File: src/memory_map_pkg.sv
// Package for the memory map decoder: region bases, spans, the remap
// control location, access size codes and the decode target type.
// Assumes a single 32-bit byte-addressed bus and one clock domain.
package memory_map_pkg;

    // Bus widths
    localparam int unsigned ADDR_W        = 32;
    localparam int unsigned DATA_W        = 32;
    localparam int unsigned FLASH_W       = 16;
    localparam int unsigned SRAM_IDX_W    = 11;
    localparam int unsigned FLASH_IDX_W   = 15;
    localparam int unsigned CSR_OFF_W     = 16;

    // Access size codes on bus_size
    localparam logic [1:0] SIZE_BYTE      = 2'h0;
    localparam logic [1:0] SIZE_HALF      = 2'h1;
    localparam logic [1:0] SIZE_WORD      = 2'h2;

    // Region at address zero: flash mirror or SRAM
    localparam logic [31:0] ZERO_BASE     = 32'h0000_0000;
    localparam logic [31:0] ZERO_SPAN     = 32'h0001_0000;
    localparam logic [31:0] FAST_IRQ_VEC  = 32'h0000_001C;

    // Storage blocks at their own fixed regions
    localparam logic [31:0] SRAM_BASE     = 32'h0001_0000;
    localparam logic [31:0] SRAM_SPAN     = 32'h0000_2000;
    localparam int unsigned SRAM_WORDS    = 2048;
    localparam logic [31:0] FLASH_BASE    = 32'h0008_0000;
    localparam logic [31:0] FLASH_SPAN    = 32'h0001_0000;
    localparam logic [31:0] FLASH_USER    = 32'h0000_F800;

    // Register space: top two pages of the address space
    localparam logic [31:0] CSR_PAGE      = 32'h0000_8000;
    localparam logic [31:0] CSR_SPAN      = 32'h0001_0000;
    localparam logic [31:0] CSR_BASE      = 32'hFFFF_0000;

    // Remap control register, bit 0 set selects flash at zero
    localparam logic [31:0] REMAP_ADDR    = 32'hFFFF_0220;
    localparam logic        REMAP_RESET   = 1'b1;

    // Where a decoded access goes
    typedef enum logic [2:0] {
        TGT_NONE,
        TGT_SRAM,
        TGT_FLASH,
        TGT_REMAP,
        TGT_CSR
    } target_e;

endpackage : memory_map_pkg

File: src/byte_lane_steer.sv
// Byte lane steering for 8, 16 and 32 bit accesses, little-endian.
// Purely combinational; the caller registers everything it drives out.
`timescale 1ns/1ps

module byte_lane_steer
    import memory_map_pkg::*;
(
    input  wire logic [1:0]  size,      // Access size code
    input  wire logic [1:0]  addr_lo,   // Low address bits
    input  wire logic [31:0] wdata,     // Write value in low bits
    input  wire logic [31:0] rword,     // Raw word from the target
    output logic      [3:0]  byte_en,   // Lanes touched
    output logic      [31:0] wlanes,    // Write value on its lanes
    output logic      [31:0] rdata      // Read value moved to low bits
);

    logic [4:0]  shift;
    logic [31:0] shifted;

    // Lowest address maps to lane 0, so the shift is eight times the byte offset
    always_comb
    begin
        shift   = 5'h00;
        byte_en = 4'h0;
        wlanes  = 32'h0000_0000;
        rdata   = 32'h0000_0000;
        case (size)
            SIZE_BYTE:
            begin
                shift   = {addr_lo, 3'b000};
                byte_en = 4'h1 << addr_lo;
                wlanes  = {4{wdata[7:0]}};
            end
            SIZE_HALF:
            begin
                // Halfwords ignore address bit 0
                shift   = {addr_lo[1], 4'h0};
                byte_en = addr_lo[1] ? 4'hC : 4'h3;
                wlanes  = {2{wdata[15:0]}};
            end
            default:
            begin
                shift   = 5'h00;
                byte_en = 4'hF;
                wlanes  = wdata;
            end
        endcase
        shifted = rword >> shift;
        case (size)
            SIZE_BYTE: rdata = {24'h00_0000, shifted[7:0]};
            SIZE_HALF: rdata = {16'h0000, shifted[15:0]};
            default:   rdata = shifted;
        endcase
    end

endmodule : byte_lane_steer

File: src/memory_map_remap_decoder.sv
// Address decoder for the shared instruction and data bus: SRAM, flash,
// register space and the remap control bit in one linear space.
// Assumes SRAM, flash and register ports with one cycle of read latency
// on this same clock, and a core that holds bus_req until bus_ready.
`timescale 1ns/1ps

module memory_map_remap_decoder
    import memory_map_pkg::*;
(
    input  wire logic        clk,          // System clock
    input  wire logic        rst_n,        // Async reset, active low
    input  wire logic        bus_req,      // Access request, held
    input  wire logic        bus_write,    // 1 write, 0 read
    input  wire logic [1:0]  bus_size,     // Byte, half or word
    input  wire logic [31:0] bus_addr,     // Byte address
    input  wire logic [31:0] bus_wdata,    // Write data in low bits
    output logic      [31:0] bus_rdata,    // Read data in low bits
    output logic             bus_ready,    // Access complete pulse
    output logic             bus_fault,    // Unmapped or refused
    output logic             remap_flash,  // 1 flash at zero, 0 SRAM
    output logic             sram_sel,     // SRAM strobe
    output logic             sram_we,      // SRAM write
    output logic      [3:0]  sram_be,      // SRAM byte enables
    output logic      [10:0] sram_addr,    // SRAM word index
    output logic      [31:0] sram_wdata,   // SRAM write word
    input  wire logic [31:0] sram_rdata,   // SRAM read word
    output logic             flash_sel,    // Flash strobe
    output logic             flash_we,     // Flash write
    output logic      [1:0]  flash_be,     // Flash byte enables
    output logic      [14:0] flash_addr,   // Flash halfword index
    output logic      [15:0] flash_wdata,  // Flash write halfword
    input  wire logic [15:0] flash_rdata,  // Flash read halfword
    output logic             csr_sel,      // Register space strobe
    output logic             csr_we,       // Register space write
    output logic      [3:0]  csr_be,       // Register byte enables
    output logic      [15:0] csr_addr,     // Offset in register space
    output logic      [31:0] csr_wdata,    // Register write word
    input  wire logic [31:0] csr_rdata     // Register read word
);

    typedef enum logic [2:0] {
        ST_IDLE,
        ST_ISSUE,
        ST_ACCESS,
        ST_CAPTURE,
        ST_DONE
    } state_e;

    state_e      state_reg,   state_next;
    target_e     tgt_reg,     tgt_next;
    target_e     tgt_dec;
    logic        write_reg,   write_next;
    logic [1:0]  size_reg,    size_next;
    logic [15:0] off_reg,     off_next;
    logic [31:0] wdata_reg,   wdata_next;
    logic        phase_reg,   phase_next;
    logic [15:0] flo_reg,     flo_next;
    logic [31:0] rdata_reg,   rdata_next;
    logic        fault_reg,   fault_next;
    logic        remap_reg,   remap_next;
    logic        ssel_reg,    ssel_next;
    logic        swe_reg,     swe_next;
    logic [3:0]  sbe_reg,     sbe_next;
    logic [10:0] saddr_reg,   saddr_next;
    logic [31:0] swd_reg,     swd_next;
    logic        fsel_reg,    fsel_next;
    logic        fwe_reg,     fwe_next;
    logic [1:0]  fbe_reg,     fbe_next;
    logic [14:0] faddr_reg,   faddr_next;
    logic [15:0] fwd_reg,     fwd_next;
    logic        msel_reg,    msel_next;
    logic        mwe_reg,     mwe_next;
    logic [3:0]  mbe_reg,     mbe_next;
    logic [15:0] maddr_reg,   maddr_next;
    logic [31:0] mwd_reg,     mwd_next;
    logic [3:0]  lane_be;
    logic [31:0] lane_wd;
    logic [31:0] lane_rd;
    logic [31:0] raw_word;
    logic        word_acc;

    function automatic logic in_region(input logic [31:0] a,
                                       input logic [31:0] base,
                                       input logic [31:0] span);
        in_region = (a >= base) && ((a - base) < span);
    endfunction : in_region

    // Decode of the live bus address into one target
    always_comb
    begin
        tgt_dec = TGT_NONE;
        if (in_region(bus_addr, ZERO_BASE, ZERO_SPAN))
        begin
            // Vectors, 0x1C included, come from whichever block is here
            if (remap_reg)
                tgt_dec = TGT_FLASH;
            else if (bus_addr < SRAM_SPAN)
                tgt_dec = TGT_SRAM;
        end
        else if (in_region(bus_addr, SRAM_BASE, SRAM_SPAN))
            tgt_dec = TGT_SRAM;
        else if (in_region(bus_addr, FLASH_BASE, FLASH_SPAN))
            tgt_dec = TGT_FLASH;
        else if (bus_addr[31:2] == REMAP_ADDR[31:2])
            tgt_dec = TGT_REMAP;
        else if (in_region(bus_addr, CSR_BASE, CSR_SPAN))
            tgt_dec = TGT_CSR;
    end

    // Lane placement of write data and extraction of read data
    byte_lane_steer u_lanes (
        .size    (size_reg),
        .addr_lo (off_reg[1:0]),
        .wdata   (wdata_reg),
        .rword   (raw_word),
        .byte_en (lane_be),
        .wlanes  (lane_wd),
        .rdata   (lane_rd)
    );

    assign word_acc = (size_reg == SIZE_WORD);

    // Raw word seen by the lane logic while a read is captured
    always_comb
    begin
        raw_word = 32'h0000_0000;
        case (tgt_reg)
            TGT_SRAM:  raw_word = sram_rdata;
            TGT_CSR:   raw_word = csr_rdata;
            TGT_REMAP: raw_word = {31'h0000_0000, remap_reg};
            TGT_FLASH:
            begin
                // Lower halfword first, so it lands in the low lanes
                if (word_acc)
                    raw_word = {flash_rdata, flo_reg};
                else if (off_reg[1])
                    raw_word = {flash_rdata, 16'h0000};
                else
                    raw_word = {16'h0000, flash_rdata};
            end
            default:   raw_word = 32'h0000_0000;
        endcase
    end

    // Sequencer: one request at a time, data and fault shown with ready
    always_comb
    begin
        state_next = state_reg;
        tgt_next   = tgt_reg;
        write_next = write_reg;
        size_next  = size_reg;
        off_next   = off_reg;
        wdata_next = wdata_reg;
        phase_next = phase_reg;
        flo_next   = flo_reg;
        rdata_next = rdata_reg;
        fault_next = fault_reg;
        remap_next = remap_reg;
        ssel_next  = 1'b0;
        swe_next   = swe_reg;
        sbe_next   = sbe_reg;
        saddr_next = saddr_reg;
        swd_next   = swd_reg;
        fsel_next  = 1'b0;
        fwe_next   = fwe_reg;
        fbe_next   = fbe_reg;
        faddr_next = faddr_reg;
        fwd_next   = fwd_reg;
        msel_next  = 1'b0;
        mwe_next   = mwe_reg;
        mbe_next   = mbe_reg;
        maddr_next = maddr_reg;
        mwd_next   = mwd_reg;
        case (state_reg)
            ST_IDLE:
            begin
                if (bus_req)
                begin
                    tgt_next   = tgt_dec;
                    write_next = bus_write;
                    size_next  = bus_size;
                    off_next   = bus_addr[15:0];
                    wdata_next = bus_wdata;
                    phase_next = 1'b0;
                    fault_next = 1'b0;
                    state_next = ST_ISSUE;
                end
            end
            ST_ISSUE:
            begin
                state_next = ST_ACCESS;
                case (tgt_reg)
                    TGT_SRAM:
                    begin
                        ssel_next  = 1'b1;
                        swe_next   = write_reg;
                        sbe_next   = lane_be;
                        saddr_next = off_reg[12:2];
                        swd_next   = lane_wd;
                    end
                    TGT_FLASH:
                    begin
                        // Boot page refuses writes, reads stay open
                        if (write_reg && ({16'h0000, off_reg} >= FLASH_USER))
                        begin
                            fault_next = 1'b1;
                            state_next = ST_DONE;
                        end
                        else
                        begin
                            fsel_next = 1'b1;
                            fwe_next  = write_reg;
                            if (word_acc)
                            begin
                                faddr_next = {off_reg[15:2], phase_reg};
                                fbe_next   = 2'h3;
                                fwd_next   = phase_reg ?
                                             wdata_reg[31:16] :
                                             wdata_reg[15:0];
                            end
                            else
                            begin
                                faddr_next = off_reg[15:1];
                                fbe_next   = off_reg[1] ?
                                             lane_be[3:2] : lane_be[1:0];
                                fwd_next   = off_reg[1] ?
                                             lane_wd[31:16] :
                                             lane_wd[15:0];
                            end
                        end
                    end
                    TGT_CSR:
                    begin
                        msel_next  = 1'b1;
                        mwe_next   = write_reg;
                        mbe_next   = lane_be;
                        maddr_next = off_reg;
                        mwd_next   = lane_wd;
                    end
                    TGT_REMAP:
                    begin
                        // Only the lane holding bit 0 may change it
                        if (write_reg && lane_be[0])
                            remap_next = lane_wd[0];
                    end
                    default:
                    begin
                        fault_next = 1'b0; // Flagged at capture
                    end
                endcase
            end
            ST_ACCESS:
            begin
                state_next = ST_CAPTURE;
            end
            ST_CAPTURE:
            begin
                if ((tgt_reg == TGT_FLASH) && word_acc && !phase_reg)
                begin
                    // First half of a word, fetch the upper halfword next
                    flo_next   = flash_rdata;
                    phase_next = 1'b1;
                    state_next = ST_ISSUE;
                end
                else
                begin
                    rdata_next = write_reg ? 32'h0000_0000 : lane_rd;
                    fault_next = (tgt_reg == TGT_NONE);
                    state_next = ST_DONE;
                end
            end
            ST_DONE:
            begin
                state_next = ST_IDLE;
            end
            default:
            begin
                state_next = ST_IDLE;
            end
        endcase
    end

    // Registers; remap resets to flash so the core boots from it
    always_ff @(posedge clk or negedge rst_n)
    begin
        if (!rst_n)
        begin
            state_reg <= ST_IDLE;
            tgt_reg   <= TGT_NONE;
            write_reg <= 1'b0;
            size_reg  <= SIZE_BYTE;
            off_reg   <= 16'h0000;
            wdata_reg <= 32'h0000_0000;
            phase_reg <= 1'b0;
            flo_reg   <= 16'h0000;
            rdata_reg <= 32'h0000_0000;
            fault_reg <= 1'b0;
            remap_reg <= REMAP_RESET;
            ssel_reg  <= 1'b0;
            swe_reg   <= 1'b0;
            sbe_reg   <= 4'h0;
            saddr_reg <= 11'h000;
            swd_reg   <= 32'h0000_0000;
            fsel_reg  <= 1'b0;
            fwe_reg   <= 1'b0;
            fbe_reg   <= 2'h0;
            faddr_reg <= 15'h0000;
            fwd_reg   <= 16'h0000;
            msel_reg  <= 1'b0;
            mwe_reg   <= 1'b0;
            mbe_reg   <= 4'h0;
            maddr_reg <= 16'h0000;
            mwd_reg   <= 32'h0000_0000;
        end
        else
        begin
            state_reg <= state_next;
            tgt_reg   <= tgt_next;
            write_reg <= write_next;
            size_reg  <= size_next;
            off_reg   <= off_next;
            wdata_reg <= wdata_next;
            phase_reg <= phase_next;
            flo_reg   <= flo_next;
            rdata_reg <= rdata_next;
            fault_reg <= fault_next;
            remap_reg <= remap_next;
            ssel_reg  <= ssel_next;
            swe_reg   <= swe_next;
            sbe_reg   <= sbe_next;
            saddr_reg <= saddr_next;
            swd_reg   <= swd_next;
            fsel_reg  <= fsel_next;
            fwe_reg   <= fwe_next;
            fbe_reg   <= fbe_next;
            faddr_reg <= faddr_next;
            fwd_reg   <= fwd_next;
            msel_reg  <= msel_next;
            mwe_reg   <= mwe_next;
            mbe_reg   <= mbe_next;
            maddr_reg <= maddr_next;
            mwd_reg   <= mwd_next;
        end
    end

    // Outputs; ready is decoded from state, everything else is a flop
    assign bus_ready   = (state_reg == ST_DONE);
    assign bus_rdata   = rdata_reg;
    assign bus_fault   = fault_reg;
    assign remap_flash = remap_reg;
    assign sram_sel    = ssel_reg;
    assign sram_we     = swe_reg;
    assign sram_be     = sbe_reg;
    assign sram_addr   = saddr_reg;
    assign sram_wdata  = swd_reg;
    assign flash_sel   = fsel_reg;
    assign flash_we    = fwe_reg;
    assign flash_be    = fbe_reg;
    assign flash_addr  = faddr_reg;
    assign flash_wdata = fwd_reg;
    assign csr_sel     = msel_reg;
    assign csr_we      = mwe_reg;
    assign csr_be      = mbe_reg;
    assign csr_addr    = maddr_reg;
    assign csr_wdata   = mwd_reg;

endmodule : memory_map_remap_decoder

File: config.mk
export PLATFORM = sky130hd
export DESIGN_NAME = memory_map_remap_decoder
export DESIGN_NICKNAME = d
export VERILOG_FILES = /design/src/memory_map_pkg.sv /design/src/byte_lane_steer.sv /design/src/memory_map_remap_decoder.sv
export SDC_FILE = /design/constraint.sdc
export NUM_CORES = 1
export LEC_CHECK = 0
export BUFFER_PORTS_ARGS = -buffer_cell sky130_fd_sc_hd__buf_2
export CAP_MARGIN = 20
export CORE_ASPECT_RATIO = 0.5
export CORE_UTILIZATION = 40
export DETAILED_ROUTE_END_ITERATION = 8
export PLACE_DENSITY = 0.63
export SYNTH_ARGS = -nofsm -noshare
export SYNTH_HDL_FRONTEND = slang
export SYNTH_SLANG_ARGS = --single-unit
File: constraint.sdc
create_clock -name clk -period 2.63 [get_ports clk]
set_clock_uncertainty 0.2 [all_clocks]
set_input_delay 0 -clock clk [delete_from_list [all_inputs] [get_ports clk]]
set_output_delay 0 -clock clk [all_outputs]
set_load 0.02 [all_outputs]
==> results.md <==
- Most common cell in the synthesized netlist: dfrtp_1
- Total congestion overflow: 0
- Num Clock Sinks: 246
- FF-to-FF End: bus_rdata[4]
- Die area: between 20,000 and 30,000 um2
- Mapped Area: about 12,000 um2
- RSZ-0062 raised after global routing: false
- Yosys warns: 0
- Simple-gate portion of the synthesized area: 0.1257
- Outcome: finished clean
- Post-Synth Adder-Cell Area: 0.003259
- First-pass GRT wire length: 59,530 um
- Placed inst area: around 14,000 um2
- Worst setup SP type: input pin
- Antenna violations before repair: 1
- R2R Path Start: tgt_reg[1]
- Largest cells by area after synthesis: dfrtp_1 53%, mux2_2 10%, nand2_1 6.0%, o21ai_0 4.8%, mux2i_1 3.7%
- Setup crit end kind: register
- CORE AREA: 27,980 um2
- Rows: 43
- PwrDens: 1107 nW/um2
- CP arrival: 2.85 ns
- Register area share after synthesis: 0.5347
- Drt first pass iters: 5
- Met3 wire length: around 2000 um
- Synth Area in Compound Gates: 0.1418
- Total GRT Usage: 0.2583
- Levels on crit path: 8
- Largest net degree at the start of global routing: 66
- CP required: 2.89 ns
- Worst-path maximum fanout: 6
- Max_slew headroom: 0.4703
- Leakage: 7.775 nW
- Worst Hold Class: input pin to register
- Drt total wl: 38,510 um
- Buffers on Ports: 322
- Layout cell share with drive strength beyond 1: 0.3458
- Via/cell ratio: around 5.3
- Met2 WL post-DR: 18,720 um
- Cell Chain, Critical Path: buf_2 -> or4_1 -> nor3_2 -> o311ai_0 -> a211o_1 -> dlygate4sd3_1 -> o41ai_2 -> dlygate4sd3_1
- Metal1 wirelength: 16,770 um
- Antenna viol nets, final: 0
- Starting density of the core: 0.4116
- Clk Latency, worst-skew pair: 0.54 ns
- Library cells used by synthesis: 66
- DR iter-0 viols: 658
- Tightest Pin Transition: roughly 0.79 ns
- Mapped Cells: about 1,100
- CTS tree: done
- Total CTS buffers: 24
- Post-layout min period: roughly 2.6 ns
- Critical path's top delay family: buffers and inverters
- DR vias: 10,306
- Start point of the critical path: bus_addr[28]
- Root Driver: clkbuf_16
- Total power draw: 17.58 mW
- Die height: 122.0 um
- Crit Path Class: input pin to register
- Top Ports: 323
- Asr flop ratio synth: 1.000
- Final setup TNS: 0 ns
- Slowest cell on crit path: dlygate4sd3_1
- CTS HTree Levels: 1
- Syn_nets: around 1,200
- Vias in the first global route: 10,402
- Crit path buffers/inverters: 3
- Post-synth top cells: 245 x dfrtp_1, 184 x nand2_1, 110 x o21ai_0, 106 x mux2_2, 45 x clkbuf_1
- Fin. max-slew vios: 0
- Area grow syn2layout: 37.85%
- Largest family of logic cells by synthesized area: multiplexers
- Die Wd: around 240 um
- Synth Area in XOR/XNOR: 0.005324
- Ratio of final minimum period to clock period: 0.9846
- Fin util: 0.5674
- Max Clk Rate: 0.3862 GHz
- Final instance area: 15,880 um2
- Cell taking the most area after synthesis: dfrtp_1
- Gpl congestion: a little over 0.9
- CP most frequent cell: dlygate4sd3_1
- CTS max path bufs: 3
- FF+latch count, synth: roughly 250
- Peak supply drop: 623.5 uV
- Post-synth EDFFs: 0
- R2R depth: 6
- Mux contribution to synthesized area: 0.1524
- DRC Markers: 0
- Dpl hpwl: approximately 27,000 um
- Final Hold Violating Endpoints: 0
- Number of max-cap violations: 0
- Top FF cell, synth: dfrtp_1
- Nets: 1,684
- Setup Buffers After CTS: 0
- Top Metal Used: met4
- CP Capture Point: tgt_reg[0]
- R2R setup slack: 0.16 ns
- Clock slew at reported path FFs: 0.07 ns
- Synthesized area per cell: 10.64 um2
- Setup violations, final: 0
- Max incr delay on CP: 0.60 ns
- Synth top area share: 0.5324
- Routed WL per cell: between 15 and 20 um
[report_power, final]
group / leakage (nW) / internal [mW] / switching, mW
logic: 4.26 / 3.17 / 4.57
clock network: 0.370 / 1.95 / 1.52
registers: 3.15 / 5.15 / 1.22
[worst reg2reg max path: cells and delay by family, from the launching register on]
| kind | cells | cell delay, ns |
|---|---|---|
| flops | 1 | 0.46 |
| simple gates | 4 | 1.40 |
| compound gates | 2 | 0.32 |
[metal layers]
| metal | up-vias | global-route usage |
|---|---|---|
| met5 | - | 0 |
| li1 | 4770 | - |
| met3 | 72 | 0.04318 |
| met1 | 5124 | 0.3442 |
| met2 | 340 | 0.4357 |
| met4 | 0 | 0.07714 |
[area by class of cell]
cell class                 instances  area [um2]
clock inverter                     9       118.9
timing repair buffer             501        3432
antenna                            1       2.502
multi-input combinational        744        4977
tap                              382       478.0
clock buffer                      33       654.4
sequential                       246        6160
fill                            2457       12100
inverter                          14       52.55
[how the worst min path moves through the flow]
stage | from | end | slack (ns) | depth (start not counted)
floorplan | rst_n | bus_fault | -0.50 | 0
global placement | rst_n | sram_wdata[23] | -0.22 | 1
detailed placement | rst_n | sram_wdata[23] | -0.21 | 1
CTS | bus_wdata[22] | wdata_reg[22] | 0.002 | 3
global route | bus_wdata[27] | wdata_reg[27] | 0.02 | 3
finish | csr_rdata[15] | bus_rdata[7] | 0.02 | 6
[stage by stage]
stage | std cells | hold slack (ns) | setup slack [ns]
after floorplan | 1082 | -0.4956 | 0.2943
after global placement | 1744 | -0.2216 | 0.2508
after detailed placement | 1744 | -0.2131 | 0.1637
after CTS | 1930 | 0.001594 | 0.02265
after global routing | 1930 | 0.01972 | 0.001738
final | 1930 | 0.01973 | 0.04049
[kinds of logic after synthesis]
group                      after synthesis
buffers and inverters                   92
adders and majority gates                3
and+or+nand+nor                        317
DFF                                    246
xor gates and xnor gates                 7
AOI/OAI and AO/OA                      259
muxes                                  158
[cell usage in the layout, fill, tap and decap left out, types with 13 or more instances in the layout]
cell type / count
mux2_2: 106
nand2_1: 182
a22o_1: 14
o21ai_0: 109
buf_2: 321
a22oi_1: 25
clkbuf_16: 24
dlygate4sd3_1: 142
a31oi_1: 13
nor2_1: 42
mux2i_1: 43
buf_4: 28
dfrtp_1: 243
a21oi_1: 32
[what timing repair did]
| item | 4_1_cts | 5_1_grt |
|---|---|---|
| gates resized for setup | 0 | 7 |
| hold buffers | 144 | 0 |
| endpoints found under the setup margin | 0 | 11 |
| endpoints found under the hold margin | 351 | 0 |
Power figures use the tool's default switching activity.
